[config.mk]
export PLATFORM = sky130hd
export DESIGN_NAME = ufc_serial_port
export DESIGN_NICKNAME = d
export VERILOG_FILES = /design/src/rtl/ufc_pkg.sv /design/src/rtl/ufc_serial_port.sv
export VERILOG_INCLUDE_DIRS = /design/src /design/src/rtl
export SDC_FILE = /design/constraint.sdc
export NUM_CORES = 1
export LEC_CHECK = 0
export ABC_AREA = 1
export BUFFER_PORTS_ARGS = -buffer_cell sky130_fd_sc_hd__buf_2
export CAP_MARGIN = 5
export CELL_PAD_IN_SITES_DETAIL_PLACEMENT = 1
export CELL_PAD_IN_SITES_GLOBAL_PLACEMENT = 2
export CORE_MARGIN = 8
export CORE_UTILIZATION = 40
export DETAILED_ROUTE_END_ITERATION = 8
export GPL_ROUTABILITY_DRIVEN = 0
export GPL_TIMING_DRIVEN = 0
export HOLD_SLACK_MARGIN = 0.12
export PLACE_DENSITY = 0.88
export SETUP_SLACK_MARGIN = 0.02
export SYNTH_ARGS = -nofsm -noshare
export SYNTH_HDL_FRONTEND = slang
export SYNTH_SLANG_ARGS = --single-unit
[constraint.sdc]
create_clock -name ref_clk -period 4.05 [get_ports ref_clk]
set_input_delay 0.81 -clock ref_clk [delete_from_list [all_inputs] [get_ports ref_clk]]
set_output_delay 0.81 -clock ref_clk [all_outputs]
set_load 0.02 [all_outputs]
[src/rtl/ufc_defs.svh]
`ifndef UFC_DEFS_SVH
`define UFC_DEFS_SVH

// ----------------------------------------------------------------
// register map
// ----------------------------------------------------------------
`define UFC_FRAME_CTRL_ADDR 8'ha9
`define UFC_DATA_BUF_ADDR   8'h99
`define UFC_FRAME_CTRL_RST  8'h0c

// ----------------------------------------------------------------
// field codes
// ----------------------------------------------------------------
`define UFC_PAR_ODD   2'h0
`define UFC_PAR_EVEN  2'h1
`define UFC_PAR_MARK  2'h2
`define UFC_LEN_5     2'h0
`define UFC_LEN_8     2'h3
`define UFC_LEN_MIN   3'h4

// ----------------------------------------------------------------
// timing and sizes
// ----------------------------------------------------------------
`define UFC_CLK_HZ    50000000
`define UFC_BAUD_BPS  115200
`define UFC_HALF_CYC  (`UFC_CLK_HZ / (2 * `UFC_BAUD_BPS))
`define UFC_HALF_BIT  3'h2
`define UFC_HALF_1P5  3'h3
`define UFC_HALF_2    3'h4
`define UFC_FIFO_DEPTH 4
`define UFC_WORD_W    10

`endif

[src/rtl/ufc_pkg.sv]
package ufc_pkg;

	// same bit order as the frame control register
	typedef struct packed {
		logic       mce;
		logic [1:0] pkind;
		logic       pon;
		logic [1:0] wlen;
		logic       xon;
		logic       lstop;
	} ufc_cfg_s;

	typedef struct packed {
		logic       xbit;
		logic       perr;
		logic [7:0] data;
	} ufc_rx_word_s;

	typedef enum logic [2:0] {
		RX_IDLE, RX_START, RX_DATA, RX_PAR, RX_XTRA, RX_STOP, RX_WAITHI
	} ufc_rx_state_e;

	typedef enum logic [2:0] {
		TX_IDLE, TX_START, TX_DATA, TX_PAR, TX_XTRA, TX_STOP
	} ufc_tx_state_e;

endpackage

[src/rtl/ufc_serial_port.sv]
// Overview of operation
// - set receive flag when stop bit sampled high
// - flag clears only once receive FIFO empty
// - multiprocessor mode also needs extra bit one
// - parity enable adds, checks parity bit
// - length field 5..8 bits, resets to 8
// - extra bit enable appends software value
// - short stop lasts one bit time
// - long stop two bits, 1.5 at 5-bit
`timescale 1ns/1ps
`include "ufc_defs.svh"

// ----------------------------------------------------------------
// receive word fifo
// ----------------------------------------------------------------
module ufc_fifo #(
	parameter int WIDTH = `UFC_WORD_W,
	parameter int DEPTH = `UFC_FIFO_DEPTH
) (
	input  wire logic             ref_clk,
	input  wire logic             rst_b,
	input  wire logic             inValid,
	input  wire logic [WIDTH-1:0] inData,
	output logic                  inReady,
	output logic                  outValid,
	output logic [WIDTH-1:0]      outData,
	input  wire logic             outReady
);
	// pointers wrap naturally, so depth must be a power of two
	localparam int PW = $clog2(DEPTH);
	localparam int CW = $clog2(DEPTH + 1);

	typedef struct packed {
		logic [DEPTH-1:0][WIDTH-1:0] mem;
		logic [PW-1:0]               wp;
		logic [PW-1:0]               rp;
		logic [CW-1:0]               cnt;
	} ufc_fifo_s;

	ufc_fifo_s s;
	ufc_fifo_s next_s;
	logic      push;
	logic      pop;

	assign inReady  = (s.cnt != CW'(DEPTH));
	assign outValid = (s.cnt != '0);
	assign outData  = s.mem[s.rp];

	always_comb begin
		next_s = s;
		push   = inValid && inReady;
		pop    = outValid && outReady;
		if (push) begin
			next_s.mem[s.wp] = inData;
			next_s.wp        = s.wp + PW'(1);
		end
		if (pop) begin
			next_s.rp = s.rp + PW'(1);
		end
		if (push && !pop) begin
			next_s.cnt = s.cnt + CW'(1);
		end else if (pop && !push) begin
			next_s.cnt = s.cnt - CW'(1);
		end
	end

	always_ff @(posedge ref_clk or negedge rst_b) begin
		if (!rst_b) begin
			s <= '0;
		end else begin
			s <= next_s;
		end
	end
endmodule

// ----------------------------------------------------------------
// serial port with frame format control
// ----------------------------------------------------------------
module ufc_serial_port
	import ufc_pkg::*;
(
	input  wire logic       ref_clk,
	input  wire logic       rst_b,
	input  wire logic [7:0] sfrAddr,
	input  wire logic [7:0] sfrWrData,
	input  wire logic       sfrWr,
	input  wire logic       sfrRd,
	output logic [7:0]      sfrRdData,
	input  wire logic       rxDoneClear,
	input  wire logic       txExtraBit,
	input  wire logic       rxPin,
	output logic            txPin,
	output logic            txBusy,
	output logic            rxDoneFlag,
	output logic            rxExtraBit,
	output logic            parityError
);
	typedef struct packed {
		ufc_cfg_s      cfg;
		logic [7:0]    rdData;
		logic [2:0]    rxSync;
		logic          rxLevel;
		ufc_rx_state_e rxSt;
		logic [15:0]   rxCnt;
		logic [2:0]    rxHalf;
		logic [2:0]    rxIdx;
		logic [7:0]    rxShift;
		logic          rxPar;
		logic          rxXbit;
		ufc_rx_word_s  pend;
		logic          pendValid;
		logic          doneFlag;
		logic          parErr;
		logic          lastXbit;
		ufc_tx_state_e txSt;
		logic [15:0]   txCnt;
		logic [2:0]    txHalf;
		logic [2:0]    txIdx;
		logic [7:0]    txShift;
		logic          txXbit;
		logic          txLine;
		logic          txBusy;
	} ufc_state_s;

	localparam logic [15:0] HALF_LAST = 16'(`UFC_HALF_CYC - 1);

	ufc_state_s   s;
	ufc_state_s   next_s;
	ufc_rx_word_s headWord;
	logic         fifoInReady;
	logic         fifoOutValid;
	logic         popReq;
	logic         rxTick;
	logic         rxEvent;
	logic         txTick;
	logic         txEnd;
	logic         rxGood;
	logic         rxPerr;

	// ------------------------------------------------------------
	// decoding: length and parity shared by both directions, stop length transmit only
	// ------------------------------------------------------------
	function automatic logic [2:0] lastIdx(input logic [1:0] wlen);
		// index of the last data bit: code 0 ends at bit 4, code 3 at bit 7
		lastIdx = `UFC_LEN_MIN + 3'(wlen);
	endfunction

	function automatic logic parityBit(input logic [7:0] d,
	                                   input ufc_cfg_s   c);
		logic [7:0] m;
		m = d & (8'hff >> (`UFC_LEN_8 - c.wlen));
		case (c.pkind)
			`UFC_PAR_ODD:  parityBit = ~(^m);
			`UFC_PAR_EVEN: parityBit = ^m;
			`UFC_PAR_MARK: parityBit = 1'b1;
			default:       parityBit = 1'b0;
		endcase
	endfunction

	function automatic logic [2:0] stopHalves(input ufc_cfg_s c);
		if (!c.lstop) begin
			stopHalves = `UFC_HALF_BIT;
		end else if (c.wlen == `UFC_LEN_5) begin
			stopHalves = `UFC_HALF_1P5;
		end else begin
			stopHalves = `UFC_HALF_2;
		end
	endfunction

	// ------------------------------------------------------------
	// receive buffer
	// ------------------------------------------------------------
	assign popReq = sfrRd && (sfrAddr == `UFC_DATA_BUF_ADDR);

	ufc_fifo #(
		.WIDTH ($bits(ufc_rx_word_s)),
		.DEPTH (`UFC_FIFO_DEPTH)
	) u_rx_fifo (
		.ref_clk  (ref_clk),
		.rst_b    (rst_b),
		.inValid  (s.pendValid),
		.inData   (s.pend),
		.inReady  (fifoInReady),
		.outValid (fifoOutValid),
		.outData  (headWord),
		.outReady (popReq)
	);

	// ------------------------------------------------------------
	// next state
	// ------------------------------------------------------------
	always_comb begin
		next_s  = s;
		rxGood  = 1'b0;
		rxPerr  = s.cfg.pon && (s.rxPar != parityBit(s.rxShift, s.cfg));
		rxTick  = (s.rxCnt == HALF_LAST);
		rxEvent = rxTick && (s.rxHalf == 3'h1);
		txTick  = (s.txCnt == HALF_LAST);
		txEnd   = txTick && (s.txHalf == 3'h1);

		// sfr access
		if (sfrWr && sfrAddr == `UFC_FRAME_CTRL_ADDR) begin
			next_s.cfg = ufc_cfg_s'(sfrWrData);
		end
		if (sfrRd) begin
			case (sfrAddr)
				`UFC_FRAME_CTRL_ADDR: next_s.rdData = s.cfg;
				`UFC_DATA_BUF_ADDR:   next_s.rdData =
					fifoOutValid ? headWord.data : 8'h00;
				default:              next_s.rdData = 8'h00;
			endcase
		end

		// pin sync: first stage feeds only the second
		next_s.rxSync = {s.rxSync[1:0], rxPin};
		if (s.rxSync[1] == s.rxSync[2]) begin
			next_s.rxLevel = s.rxSync[2];
		end

		// receive bit timing
		if (s.rxSt != RX_IDLE && s.rxSt != RX_WAITHI) begin
			next_s.rxCnt = rxTick ? 16'h0000 : s.rxCnt + 16'h0001;
			if (rxTick && !rxEvent) begin
				next_s.rxHalf = s.rxHalf - 3'h1;
			end
		end
		if (rxEvent) begin
			next_s.rxHalf = `UFC_HALF_BIT;
		end

		case (s.rxSt)
			RX_IDLE: begin
				// a word still waiting for fifo room stalls reception
				if (!s.rxLevel && !s.pendValid) begin
					next_s.rxSt    = RX_START;
					next_s.rxCnt   = 16'h0000;
					next_s.rxHalf  = 3'h1;
					next_s.rxShift = 8'h00;
					next_s.rxXbit  = 1'b0;
					next_s.rxPar   = 1'b0;
				end
			end
			RX_START: begin
				if (rxEvent) begin
					next_s.rxIdx = 3'h0;
					next_s.rxSt  = s.rxLevel ? RX_WAITHI : RX_DATA;
				end
			end
			RX_DATA: begin
				if (rxEvent) begin
					next_s.rxShift[s.rxIdx] = s.rxLevel;
					next_s.rxIdx            = s.rxIdx + 3'h1;
					if (s.rxIdx == lastIdx(s.cfg.wlen)) begin
						next_s.rxSt = s.cfg.pon ? RX_PAR :
							(s.cfg.xon ? RX_XTRA : RX_STOP);
					end
				end
			end
			RX_PAR: begin
				if (rxEvent) begin
					next_s.rxPar = s.rxLevel;
					next_s.rxSt  = s.cfg.xon ? RX_XTRA : RX_STOP;
				end
			end
			RX_XTRA: begin
				if (rxEvent) begin
					next_s.rxXbit = s.rxLevel;
					next_s.rxSt   = RX_STOP;
				end
			end
			RX_STOP: begin
				if (rxEvent) begin
					// without the extra bit, multiprocessor mode never matches
					rxGood = s.rxLevel && (!s.cfg.mce || s.rxXbit);
					next_s.rxSt = s.rxLevel ? RX_IDLE : RX_WAITHI;
				end
			end
			RX_WAITHI: begin
				if (s.rxLevel) begin
					next_s.rxSt = RX_IDLE;
				end
			end
			default: next_s.rxSt = RX_IDLE;
		endcase

		// hand-off into the fifo
		if (s.pendValid && fifoInReady) begin
			next_s.pendValid = 1'b0;
		end
		if (rxGood) begin
			next_s.pend      = '{xbit: s.rxXbit, perr: rxPerr,
			                     data: s.rxShift};
			next_s.pendValid = 1'b1;
			next_s.parErr    = rxPerr;
			next_s.lastXbit  = s.rxXbit;
		end

		// set beats clear; clear only with nothing left to read
		if (rxGood) begin
			next_s.doneFlag = 1'b1;
		end else if (rxDoneClear && !fifoOutValid && !s.pendValid) begin
			next_s.doneFlag = 1'b0;
		end

		// transmit bit timing
		if (s.txSt != TX_IDLE) begin
			next_s.txCnt = txTick ? 16'h0000 : s.txCnt + 16'h0001;
			if (txTick && !txEnd) begin
				next_s.txHalf = s.txHalf - 3'h1;
			end
		end
		if (txEnd) begin
			next_s.txHalf = `UFC_HALF_BIT;
		end

		case (s.txSt)
			TX_IDLE: begin
				// a write while busy is dropped, there is no tx queue
				if (sfrWr && sfrAddr == `UFC_DATA_BUF_ADDR) begin
					next_s.txSt    = TX_START;
					next_s.txShift = sfrWrData;
					next_s.txXbit  = txExtraBit;
					next_s.txCnt   = 16'h0000;
					next_s.txHalf  = `UFC_HALF_BIT;
					next_s.txLine  = 1'b0;
					next_s.txBusy  = 1'b1;
				end
			end
			TX_START: begin
				if (txEnd) begin
					next_s.txSt   = TX_DATA;
					next_s.txIdx  = 3'h0;
					next_s.txLine = s.txShift[0];
				end
			end
			TX_DATA: begin
				if (txEnd) begin
					next_s.txIdx = s.txIdx + 3'h1;
					if (s.txIdx != lastIdx(s.cfg.wlen)) begin
						next_s.txLine = s.txShift[s.txIdx + 3'h1];
					end else if (s.cfg.pon) begin
						next_s.txSt   = TX_PAR;
						next_s.txLine = parityBit(s.txShift, s.cfg);
					end else if (s.cfg.xon) begin
						next_s.txSt   = TX_XTRA;
						next_s.txLine = s.txXbit;
					end else begin
						next_s.txSt   = TX_STOP;
						next_s.txLine = 1'b1;
						next_s.txHalf = stopHalves(s.cfg);
					end
				end
			end
			TX_PAR: begin
				if (txEnd) begin
					if (s.cfg.xon) begin
						next_s.txSt   = TX_XTRA;
						next_s.txLine = s.txXbit;
					end else begin
						next_s.txSt   = TX_STOP;
						next_s.txLine = 1'b1;
						next_s.txHalf = stopHalves(s.cfg);
					end
				end
			end
			TX_XTRA: begin
				if (txEnd) begin
					next_s.txSt   = TX_STOP;
					next_s.txLine = 1'b1;
					next_s.txHalf = stopHalves(s.cfg);
				end
			end
			TX_STOP: begin
				if (txEnd) begin
					next_s.txSt   = TX_IDLE;
					next_s.txBusy = 1'b0;
				end
			end
			default: next_s.txSt = TX_IDLE;
		endcase
	end

	// ------------------------------------------------------------
	// state register
	// ------------------------------------------------------------
	always_ff @(posedge ref_clk or negedge rst_b) begin
		if (!rst_b) begin
			s         <= '0;
			s.cfg     <= ufc_cfg_s'(`UFC_FRAME_CTRL_RST);
			s.rxSync  <= 3'h7;
			s.rxLevel <= 1'b1;
			s.txLine  <= 1'b1;
		end else begin
			s <= next_s;
		end
	end

	assign sfrRdData   = s.rdData;
	assign txPin       = s.txLine;
	assign txBusy      = s.txBusy;
	assign rxDoneFlag  = s.doneFlag;
	assign rxExtraBit  = s.lastXbit;
	assign parityError = s.parErr;
endmodule

# Yosys cells after proc, flatten, opt, wreduce, memory -nomap -nowiden
# Cells that the tools add are included.
# totals
elab_cells	238
register_bits	150
input_bits	23
# op_classes
bitwise	4
n_lt_le_gt_ge	6
n_shift	1
n_reduce_logical	57
n_addsub	12
n_eq_ne	40
n_mux	82
# ops
cell	count
$mux 3	30
$mux 19	3
$mux 16	3
$mux 22	2
$bwmux 40	1
$add 16x1->16 const B	2
$eq 16x8->1 const B	2
$pmux 8 s2	2
$ne 2x2->1 const B	15
$pmux 3 s7	1
$bmux 10 s2	1
$demux 10 s2	1
$mux 10	2
$logic_and 1x1->1	19
$mux 1	18
$pmux 3 s6	1
$reduce_and 3->1	6
$reduce_bool 2->1	9
$and 8x8->8	2
$eq 8x8->1 const B	2
$mux 8	2
$reduce_xor 8->1	2
$eq 3x3->1 const B	5
$eq 3x1->1 const B	4
40 further kinds	67

# Depth between registers and ports, before layout
# Gate-level depths: netlist of the first run.
# logic_depth
ltp_word	12
mapped_depth	15
mapped_depth_nobuf	14

# Modules after synthesis
# From an unflattened synthesis of the first run, not the netlist that was laid out.
# unflattened
cells_unflattened	1096
area_unflattened_um2	8555.7
# by_module_without_submodules
module	area_each_um2	cells_per_inst	seq_area_each_um2	instances
ufc_serial_port	6122.1	800	2586.2	1
ufc_fifo	2433.6	296	1176.1	1

# Least setup slack after synthesis of the first run
# No wires, ideal clock.
# synth_path
path_kind	in2reg
startpoint	input port sfrAddr[6]
endpoint	register u_rx_fifo.s[1] (netlist name)
setup_ps	125
stages	11
t_arrival_ps	2431
slack_ps	1494
cell_sequence	inv_1 nand2_1 nor3_1 nand2_1 inv_1 clkbuf_1 nand2_1 ha_1 inv_1 fa_1 mux2_2
# synth_lines
element	line	text
start: declaration	ufc_serial_port.sv:84	input wire logic [7:0] sfrAddr,
end signal: assignment	ufc_serial_port.sv:71	s <= next_s;
end: declaration	ufc_serial_port.sv:40	ufc_fifo_s s;

==> results by group, run 1 <==
Placed design
  • Pre-CTS WS: 0.987 ns
  • Detailed Place HPWL: 15200 µm
  • Port Buffers: 35

Cells and area
  • Final #Nets: 1066
  • Area occupied by multi-input gates: 3430 µm²
  • Filler instances: 2323
  • Inserted Diodes: 0
  • Most frequent cells in the layout: nand2_1, dfrtp_1, inv_1, o21ai_0, nor2_1
  • Register Area: 3560 µm²
  • P&R area growth vs syn: 14.3%
  • Commonest non-fill, non-tap cell in the layout: nand2_1
  • Layout cells sized above 1: 0.115

Synthesis
  • Seq/Total Area, Yosys: 0.467
  • Synth warn: 0
  • Post-synth top area cell: dfrtp_1
  • Syn nets: 1011
  • Post-synthesis register bit count: 142
  • Mapped Avg Cell Area: 7.85 µm²
  • Post-Syn Area: 7630 µm²
  • Cell variety after synth: 46
  • Top-area cell type share of the netlist area: 0.442
  • Post-Syn Instances: 972
  • Top cells by area, synth: dfrtp_1, nand2_1, o21ai_0

Setup path
  • Setup crit start kind: input port
  • R2R depth: 9
  • Flop-to-flop setup slack: 1.54 ns
  • Worst r2r dst: u_rx_fifo.s[2]
  • Required time of the critical path: 4.36 ns
  • Worst EP arrival: 2.94 ns
  • WS Path Type: in -> reg
  • CP Max Fanout: 10
  • CP endpoint kind: flip-flop
  • RR Startpoint: u_rx_fifo.s[0]

Routing
  • Routed WL: 20200 µm
  • First-pass iteration count of the detailed router: 4
  • Via count: 6592
  • First DRT Iteration DRCs: 318
  • Avg WL per Cell: 15.9 µm
  • Via density: 5.17
  • Routed Antenna Nets: 0
  • Post-route DRC: 0

Pwr
  • Worst vdd ir: 0.281 mV
  • Total power: 3300 µW
  • Leakage: 0.00430 µW
  • P per Cell Area: 378 nW/µm²

Timing
  • RSZ-0062 raised after global routing: no
  • Final Skew: 0.00886 ns
  • PnR worst setup slack: 1.41 ns
  • Fin. max-slew vios: 0
  • Tmin final: 2.64 ns
  • Rel. slew slack: 0.580
  • Fmax: 379 MHz
  • Worst Max-Slew Pin Slew: 0.628 ns
  • Final Cycle Share: 0.651
  • Endpoints failing hold: 0
  • Final setup viols: 0

Global routing
  • GRT Residual Overflow: 0
  • Grt met3 use: 0.0384
  • Busiest grt layer: met2
  • First-pass GRT wire length: 34900 µm
  • Vias in the first global route: 6960
  • Total track usage: 0.182
  • Global-route met2 utilization: 0.302
  • Largest net degree at the start of global routing: 81
  • Met1 GRT Util: 0.238
  • Initial antenna violation count: 0

Run
  • Max_cap viols: 0

Hold path
  • Hold path cells: 0
  • Worst Hold Launch: next_s[87]
  • Hold Crit Endpoint: next_s[88]
  • Hold Crit Class: reg -> reg

Clock tree
  • Clock Pin Slew Worst Setup and Hold Paths: 0.06 ns
  • Clock Latency Late Sink: 0.42 ns
  • Root Driver: clkbuf_16
  • H-tree levels: 4
  • CTS resizes: 0
  • CTS Buf Count: 17
  • CTS Hold Bufs: 0
  • Sinks on Clock Net: 142
  • Buffer count from post-CTS setup fixing: 0
  • Clk buf depth: 2
  • CTS tree: built

Floorplanning
  • Std-Cell Rows: 50
  • I/O pin cnt: 36
  • Width of the chip: 154 µm
  • Die Ht: 154 µm
  • Die area: 23800 µm²
  • Initial Util: 0.408
  • Core area: 18700 µm²

Outcome
  • Status: complete, no violations
flip-flops by register name, summed over array words and instances, names as in the netlist:
name and count:
parityError 1, rxDoneFlag 1, u_rx_fifo.s 39, next_s 2, rxExtraBit 1, sfrRdData 8, s 88, txPin 1
txBusy 1
worst max path at each step:
stage,startpoint,endpoint,slack (ns),depth (start not counted)
after CTS,u_rx_fifo.s[0],u_rx_fifo.s[2],1.41,9
after detailed placement,sfrAddr[6],u_rx_fifo.s[1],0.99,12
final,sfrAddr[6],u_rx_fifo.s[1],1.41,12
after global placement,rst_b,s[22],-0.03,1
after floorplan,sfrAddr[6],u_rx_fifo.s[1],1.49,11
after global routing,sfrAddr[2],u_rx_fifo.s[1],1.25,12
per-stage QoR:
step	utilization	instances	setup TNS [ns]	hold slack (ns)	instance area [µm²]
detailed placement	0.435	1242	0	0.347	8140
global placement	0.433	1241	-2.55	0.347	8100
floorplan	-	972	0	0.345	7630
global route	0.466	1274	0	0.364	8730
CTS	0.466	1274	0	0.359	8730
finish	0.466	1274	0	0.357	8730
cells in the mapped netlist (all sizes together):
cell type,count
a21oi,52
o31ai,1
o311ai,8
inv,131
buf,16
dfstp,7
nor4,3
a31oi,5
o2111ai,1
nand3b,1
o211ai,2
a211oi,2
nor3,24
o22ai,8
nand2,220
o32ai,9
nand4,19
nor3b,2
nand3,53
clkbuf,13
and3,2
ha,15
o21ai,102
nor2,107
o21bai,1
maj3,1
mux2,6
o41ai,1
xor2,11
fa,1
clkinv,1
dfrtp,135
xnor2,9
or2,3
worst max-delay path: stages:
cell and delay (ns):
buf_2 0.10, inv_1 0.04, nand2_1 0.05, nor3_1 0.13
nand2_1 0.07, inv_1 0.10, clkbuf_1 0.37, nand2_1 0.23
ha_1 0.26, inv_1 0.09, fa_1 0.41, mux2_2 0.26
logic make-up after synthesis:
| kind of cell | share of synthesized area |
|---|---|
| AOI/OAI and AO/OA | 0.139 |
| DFF | 0.467 |
| adders and majority gates | 0.0285 |
| and+or+nand+nor | 0.249 |
| xor gates and xnor gates | 0.0229 |
| buffers and inverters | 0.0844 |
| muxes | 0.00885 |
power by group:
part | switching [µW] | internal, µW
clock | 594 | 1000
sequential | 28.5 | 1450
combinational | 155 | 69.8
layout make-up:
cell class	instances	area share
plain buffers	29	0.0171
clock buffers	25	0.0545
clock inverters	7	0.0130
inverters	132	0.0568
multi-input cells	669	0.393
flip-flops and latches	142	0.408
well taps	234	0.0336
repair buffers	36	0.0239
metal layers:
| metal | share of wire | wire length (µm) |
|---|---|---|
| met5 | 0 | 0 |
| met4 | 0.011 | 216 |
| met3 | 0.026 | 530 |
| met2 | 0.47 | 9560 |
| met1 | 0.49 | 9940 |
Power figures use the tool's default switching activity.
==> run 2, diff against run 1 <==
--- a/config.mk
+++ b/config.mk
@@ -12,12 +12,12 @@
 export CELL_PAD_IN_SITES_DETAIL_PLACEMENT = 1
 export CELL_PAD_IN_SITES_GLOBAL_PLACEMENT = 2
 export CORE_MARGIN = 8
-export CORE_UTILIZATION = 40
+export CORE_UTILIZATION = 33
 export DETAILED_ROUTE_END_ITERATION = 8
 export GPL_ROUTABILITY_DRIVEN = 0
 export GPL_TIMING_DRIVEN = 0
 export HOLD_SLACK_MARGIN = 0.12
-export PLACE_DENSITY = 0.88
+export PLACE_DENSITY = 0.78
 export SETUP_SLACK_MARGIN = 0.02
 export SYNTH_ARGS = -nofsm -noshare
 export SYNTH_HDL_FRONTEND = slang
==> constraint.sdc (replaced) <==
create_clock -name ref_clk -period 2.4 [get_ports ref_clk]
set_input_delay 0.48 -clock ref_clk [delete_from_list [all_inputs] [get_ports ref_clk]]
set_output_delay 0.48 -clock ref_clk [all_outputs]
set_load 0.02 [all_outputs]
==> results by group, run 2 (synthesized netlist as in run 1, its figures left out) <==
Outcome
  • Status: complete, no violations (unchanged)

Floorplanning
  • Initial Util: 0.336 (was 0.408)
  • Std-Cell Rows: 55 (was 50)
  • Core area: 22700 µm² (was 18700 µm²)
  • Die Ht: 168 µm (was 154 µm)
  • I/O pin cnt: 36 (unchanged)
  • Width of the chip: 168 µm (was 154 µm)
  • Die area: 28300 µm² (was 23800 µm²)

Routing
  • Post-route DRC: 0 (unchanged)
  • First-pass iteration count of the detailed router: 4 (unchanged)
  • First DRT Iteration DRCs: 371 (was 318)
  • Routed Antenna Nets: 0 (unchanged)
  • Avg WL per Cell: 16.2 µm (was 15.9 µm)
  • Routed WL: 21500 µm (was 20200 µm)
  • Via count: 6561 (was 6592)
  • Via density: 4.95 (was 5.17)

Pwr
  • Worst vdd ir: 0.289 mV (was 0.281 mV)
  • NetSw: 1390 µW (was 777 µW)
  • Part of the power in combinational logic: 0.065 (was 0.068)
  • Sequential share of power: 0.434 (was 0.449)
  • Int Power: 4370 µW (was 2520 µW)
  • Clock power share: 0.501 (was 0.483)
  • Switching Fraction: 0.241 (was 0.236)
  • Leakage: 0.00433 µW (was 0.00430 µW)
  • P per Cell Area: 649 nW/µm² (was 378 nW/µm²)

Timing
  • Worst Max-Slew Pin Slew: 0.625 ns (was 0.628 ns)
  • Final hold slack: 0.152 ns (was 0.357 ns)
  • Rel. slew slack: 0.580 (about the same)
  • Fin. max-slew vios: 0 (unchanged)
  • Final Skew: 0.0118 ns (was 0.00886 ns)
  • Final Cycle Share: 0.921
  • Endpoints failing hold: 0 (unchanged)
  • Fmax: 453 MHz
  • Final setup viols: 0 (unchanged)
  • Tmin final: 2.21 ns
  • RSZ-0062 raised after global routing: yes (was no)
  • PnR worst setup slack: 0.191 ns (was 1.41 ns)

Cells and area
  • Max reg flops: 88 (unchanged)
  • Most frequent cells in the layout: nand2_1, dfrtp_1, inv_1, o21ai_0, nor2_1 (unchanged)
  • Inserted Diodes: 0 (unchanged)
  • Filler instances: 2796 (was 2323)
  • Final core occ: 0.391 (was 0.466)
  • Layout cells sized above 1: 0.123 (was 0.115)
  • Fin cells: 1326 (was 1274)
  • Commonest non-fill, non-tap cell in the layout: nand2_1 (unchanged)
  • Final #Nets: 1067 (was 1066)
  • Largest Register: s (unchanged)
  • Post-route design area: 8870 µm² (was 8730 µm²)
  • P&R area growth vs syn: 16.2% (was 14.3%)

Global routing
  • Initial antenna violation count: 0 (unchanged)
  • Total track usage: 0.159 (was 0.182)
  • First-pass GRT wire length: 36100 µm (was 34900 µm)
  • Largest net degree at the start of global routing: 94 (was 81)
  • GRT Residual Overflow: 0 (unchanged)
  • Vias in the first global route: 6829 (was 6960)

Setup path
  • Worst r2r dst: u_rx_fifo.s[1] (was u_rx_fifo.s[2])
  • Required time of the critical path: 2.70 ns (was 4.36 ns)
  • Worst EP arrival: 2.51 ns (was 2.94 ns)
  • R2R depth: 7 (was 9)
  • RR Startpoint: u_rx_fifo.s[0] (unchanged)
  • CP Max Fanout: 10 (unchanged)
  • CP endpoint kind: flip-flop (unchanged)
  • Setup crit start kind: flip-flop (was input port)
  • WS Path Type: reg -> reg (was in -> reg)
  • Flop-to-flop setup slack: 0.19 ns (was 1.54 ns)

Clock tree
  • Clock Pin Slew Worst Setup and Hold Paths: 0.06 ns (about the same)
  • CTS tree: built (unchanged)
  • Sinks on Clock Net: 142 (unchanged)
  • Clock Latency Late Sink: 0.42 ns (about the same)
  • Clk buf depth: 2 (unchanged)
  • CTS Buf Count: 17 (unchanged)
  • Root Driver: clkbuf_16 (unchanged)
  • H-tree levels: 4 (unchanged)

Placed design
  • Detailed Place HPWL: 16000 µm (was 15200 µm)
  • Dpl cell area: 8200 µm² (was 8140 µm²)
  • Cells after DPL: 1293 (was 1242)
  • Port Buffers: 35 (unchanged)
  • Pre-CTS WS: -0.369 ns (was 0.987 ns)

Hold path
  • Worst Hold Launch: rxPin (was next_s[87])
  • Hold Crit Endpoint: next_s[87] (was next_s[88])
  • Hold Crit Class: in -> reg (was reg -> reg)
  • Hold path cells: 1 (was 0)

Run
  • Max_cap viols: 0 (unchanged)
[run 2: cell types whose count changed in the layout (fill, tap and decap cells not counted), sizes merged]
| cell | previous run | this run |
|---|---|---|
| inv | 131 | 133 |
| clkbuf | 38 | 32 |
| buf | 52 | 53 |
| bufinv | 3 | 4 |
| clkinvlp | 0 | 2 |
| dlygate4sd3 | 0 | 1 |
[run 2: metrics by stage]
step           setup TNS (ns)  power, µW
2_1_floorplan               0       2750
3_3_place_gp          -194.49       2910
3_5_place_dp           -0.690       2920
4_1_cts                     0       5840
5_1_grt                     0       6000
6_report                    0       5760
[run 2: area by class of cell]
class / count / area (µm²) / share of cell area
multi-input combinational: 669 / 3440 / 0.388
buffer: 28 / 145 / 0.0164
clock buffer: 20 / 457 / 0.0515
tap: 285 / 357 / 0.0402
timing repair buffer: 38 / 226 / 0.0255
inverter: 132 / 495 / 0.0559
sequential: 142 / 3560 / 0.402
clock inverter: 12 / 184 / 0.0207
[run 2: power by group through the flow]
stage               combinational [µW]  clock [µW]  sequential (µW)
floorplan                          229           0             2520
global placement                   368           0             2540
detailed placement                 383           0             2540
CTS                                388        2960             2500
global route                       438        3050             2500
finish                             377        2880             2500
[run 2: per-layer routing]
| metal | track usage | part of all wire | up-vias |
|---|---|---|---|
| li1 | - | - | 3308 |
| met5 | 0 | 0 | - |
| met1 | 0.211 | 0.49 | 3179 |
| met3 | 0.0353 | 0.031 | 13 |
| met2 | 0.260 | 0.47 | 61 |
| met4 | 0.0380 | 0.0085 | 0 |
[run 2: timing repair]
| item | in CTS | in global routing |
|---|---|---|
| hold buffers | 1 | 0 |
| hold endpoints to repair | 44 | 0 |
| setup endpoints to repair | 2 | 2 |
| cloned | 0 | 0 |
| buffers inserted | 0 | 1 |
| pin swaps | 0 | 1 |
| gates resized for setup | 3 | 0 |
[run 2: worst max-delay path by stage]
stage | start | endpoint | slack [ns] | cells past startpoint
3_3_place_gp | rst_b | s[28] | -1.43 | 1
3_5_place_dp | u_rx_fifo.s[0] | u_rx_fifo.s[2] | -0.37 | 9
2_1_floorplan | sfrAddr[6] | u_rx_fifo.s[1] | 0.17 | 11
5_1_grt | u_rx_fifo.s[2] | u_rx_fifo.s[2] | 0.01 | 9
6_report | u_rx_fifo.s[0] | u_rx_fifo.s[1] | 0.19 | 7
4_1_cts | u_rx_fifo.s[0] | u_rx_fifo.s[2] | 0.11 | 9
[run 2: critical path: stages (launching register included)]
cell and delay [ns]:
dfrtp_1 0.47, nor3_4 0.09, nor2_2 0.30, nand2_1 0.20, ha_1 0.24, inv_1 0.10
fa_1 0.42, mux2_2 0.26
==> run 3, diff against run 2 <==
--- a/config.mk
+++ b/config.mk
@@ -9,15 +9,13 @@
 export ABC_AREA = 1
 export BUFFER_PORTS_ARGS = -buffer_cell sky130_fd_sc_hd__buf_2
 export CAP_MARGIN = 5
-export CELL_PAD_IN_SITES_DETAIL_PLACEMENT = 1
-export CELL_PAD_IN_SITES_GLOBAL_PLACEMENT = 2
 export CORE_MARGIN = 8
-export CORE_UTILIZATION = 33
+export CORE_UTILIZATION = 40
 export DETAILED_ROUTE_END_ITERATION = 8
 export GPL_ROUTABILITY_DRIVEN = 0
 export GPL_TIMING_DRIVEN = 0
 export HOLD_SLACK_MARGIN = 0.12
-export PLACE_DENSITY = 0.78
+export PLACE_DENSITY = 0.61
 export SETUP_SLACK_MARGIN = 0.02
 export SYNTH_ARGS = -nofsm -noshare
 export SYNTH_HDL_FRONTEND = slang
==> results by group, run 3 (synthesized netlist as in run 1, its figures left out) <==
Routing
  • Via density: 5.14 (was 4.95)
  • Routed Antenna Nets: 0 (unchanged)
  • Avg WL per Cell: 14.5 µm (was 16.2 µm)
  • Post-route DRC: 0 (unchanged)
  • Via count: 6547 (was 6561)
  • Routed WL: 18500 µm (was 21500 µm)
  • First-pass iteration count of the detailed router: 5 (was 4)
  • First DRT Iteration DRCs: 325 (was 371)

Global routing
  • Total track usage: 0.162 (was 0.159)
  • Initial antenna violation count: 0 (unchanged)
  • Global-route met2 utilization: 0.262 (was 0.260)
  • Met1 GRT Util: 0.210 (was 0.211)
  • First-pass GRT wire length: 31300 µm (was 36100 µm)
  • Grt met3 use: 0.0392 (was 0.0353)
  • Vias in the first global route: 6482 (was 6829)
  • Busiest grt layer: met2 (unchanged)
  • GRT Residual Overflow: 0 (unchanged)
  • Largest net degree at the start of global routing: 91 (was 94)

Timing
  • Worst Max-Slew Pin Slew: 0.577 ns (was 0.625 ns)
  • Final setup viols: 0 (unchanged)
  • Tmin final: 2.25 ns (was 2.21 ns)
  • Final Cycle Share: 0.938 (was 0.921)
  • Endpoints failing hold: 0 (unchanged)
  • Fin. max-slew vios: 0 (unchanged)
  • RSZ-0062 raised after global routing: yes (unchanged)
  • Final hold slack: 0.171 ns (was 0.152 ns)
  • Final Skew: 0.00946 ns (was 0.0118 ns)
  • Rel. slew slack: 0.614 (was 0.580)
  • Fmax: 444 MHz (was 453 MHz)

Setup path
  • Slowest-stage cell, CP: dfrtp_1 (unchanged)
  • Buf/Inv on CP: 1 (unchanged)
  • Required time of the critical path: 2.70 ns (about the same)
  • Setup crit start kind: flip-flop (unchanged)
  • WS Path Type: reg -> reg (unchanged)
  • CP endpoint kind: flip-flop (unchanged)
  • Slowest stage delay, CP: 0.44 ns (was 0.47 ns)
  • CP Max Fanout: 10 (unchanged)
  • Worst path depth: 9 (was 7)
  • Delay-heaviest family, CP: simple AND/OR/NAND/NOR gates (was adder cells)
  • R2R depth: 9 (was 7)
  • Worst path cell trace: nor3_4 > nor2_2 > nand2_1 > ha_1 > inv_1 > fa_1 > a21oi_1 > o21ai_0 > xnor2_1 (was nor3_4 > nor2_2 > nand2_1 > ha_1 > inv_1 > fa_1 > mux2_2)
  • Worst EP arrival: 2.55 ns (was 2.51 ns)

Placed design
  • Cells after DPL: 1242 (was 1293)
  • Detailed Place HPWL: 13100 µm (was 16000 µm)
  • Dpl cell area: 8140 µm² (was 8200 µm²)
  • Port Buffers: 35 (unchanged)

Clock tree
  • CTS tree: built (unchanged)
  • Clock Pin Slew Worst Setup and Hold Paths: 0.06 ns (about the same)
  • Clock Latency Late Sink: 0.42 ns (about the same)
  • Clk buf depth: 2 (unchanged)
  • CTS Buf Count: 17 (unchanged)
  • Root Driver: clkbuf_16 (unchanged)
  • H-tree levels: 4 (unchanged)
  • Sinks on Clock Net: 142 (unchanged)

Floorplanning
  • Die area: 23800 µm² (was 28300 µm²)
  • Die Ht: 154 µm (was 168 µm)
  • Width of the chip: 154 µm (was 168 µm)
  • Initial Util: 0.408 (was 0.336)
  • Std-Cell Rows: 50 (was 55)
  • I/O pin cnt: 36 (unchanged)
  • Core area: 18700 µm² (was 22700 µm²)

Cells and area
  • Inserted Diodes: 0 (unchanged)
  • Most frequent cells in the layout: nand2_1, dfrtp_1, inv_1, o21ai_0, nor2_1 (unchanged)
  • Post-route design area: 8830 µm² (was 8870 µm²)
  • Max reg flops: 88 (unchanged)
  • Filler instances: 1827 (was 2796)
  • Commonest non-fill, non-tap cell in the layout: nand2_1 (unchanged)
  • Layout cells sized above 1: 0.121 (was 0.123)
  • Area occupied by multi-input gates: 3440 µm² (unchanged)
  • P&R area growth vs syn: 15.7% (was 16.2%)
  • Final #Nets: 1067 (unchanged)
  • Largest Register: s (unchanged)
  • Fin cells: 1274 (was 1326)
  • Register Area: 3560 µm² (unchanged)

Pwr
  • Worst vdd ir: 0.502 mV (was 0.289 mV)
  • Leakage: 0.00434 µW (was 0.00433 µW)
  • P per Cell Area: 665 nW/µm² (was 649 nW/µm²)
  • Total power: 5880 µW (was 5760 µW)

Hold path
  • Hold path cells: 1 (unchanged)
  • Hold Crit Class: in -> reg (unchanged)

Run
  • Max_cap viols: 0 (unchanged)

Outcome
  • Status: complete, no violations (unchanged)
==> run 3: what timing repair did <==
action | CTS | global route
setup buffers | 0 | 1
resized for setup | 2 | 1
hold buffers | 1 | 0
setup endpoints to repair | 2 | 2
endpoints found under the hold margin | 46 | 0
pin swaps | 0 | 1
==> run 3: area by class of cell <==
type                    count  area share
well taps                 234      0.0331
multi-input cells         669       0.390
flip-flops and latches    142       0.403
clock inverters            10      0.0237
clock buffers              21      0.0521
plain buffers              28      0.0164
inverters                 132      0.0561
repair buffers             38      0.0256
==> run 3: through the flow <==
stage	utilization	setup slack, ns	TNS, ns
2_1_floorplan	-	0.174	0
3_3_place_gp	0.433	-1.30	-176.24
3_5_place_dp	0.435	-0.305	-0.594
4_1_cts	0.472	0.0169	0
5_1_grt	0.472	0.00479	0
6_report	0.472	0.150	0
==> run 3: worst paths after layout <==
| path | end | slack [ns] | startpoint |
|---|---|---|---|
| max reg2reg | u_rx_fifo.s[2] | 0.15 | u_rx_fifo.s[1] |
| max | u_rx_fifo.s[2] | 0.15 | u_rx_fifo.s[1] |
| min reg2reg | next_s[88] | 0.36 | next_s[87] |
| max in group asynchronous | u_rx_fifo.s[39] | 0.99 | rst_b |
| min in group asynchronous | rxDoneFlag | 0.58 | rst_b |
| min | next_s[87] | 0.17 | rxPin |
==> run 3: power breakdown <==
group / switching [µW] / total, µW / leakage (µW) / internal, µW
clock network: 1020 / 3020 / 0.000320 / 2000
registers: 44.8 / 2490 / 0.00181 / 2450
logic: 246 / 365 / 0.00222 / 119
total: 1310 / 5880 / 0.00434 / 4570
==> run 3: per-layer routing <==
layer,part of all wire,wire length (µm)
met1,0.48,8940
met2,0.46,8430
met4,0.014,253
met3,0.046,847
met5,0,0
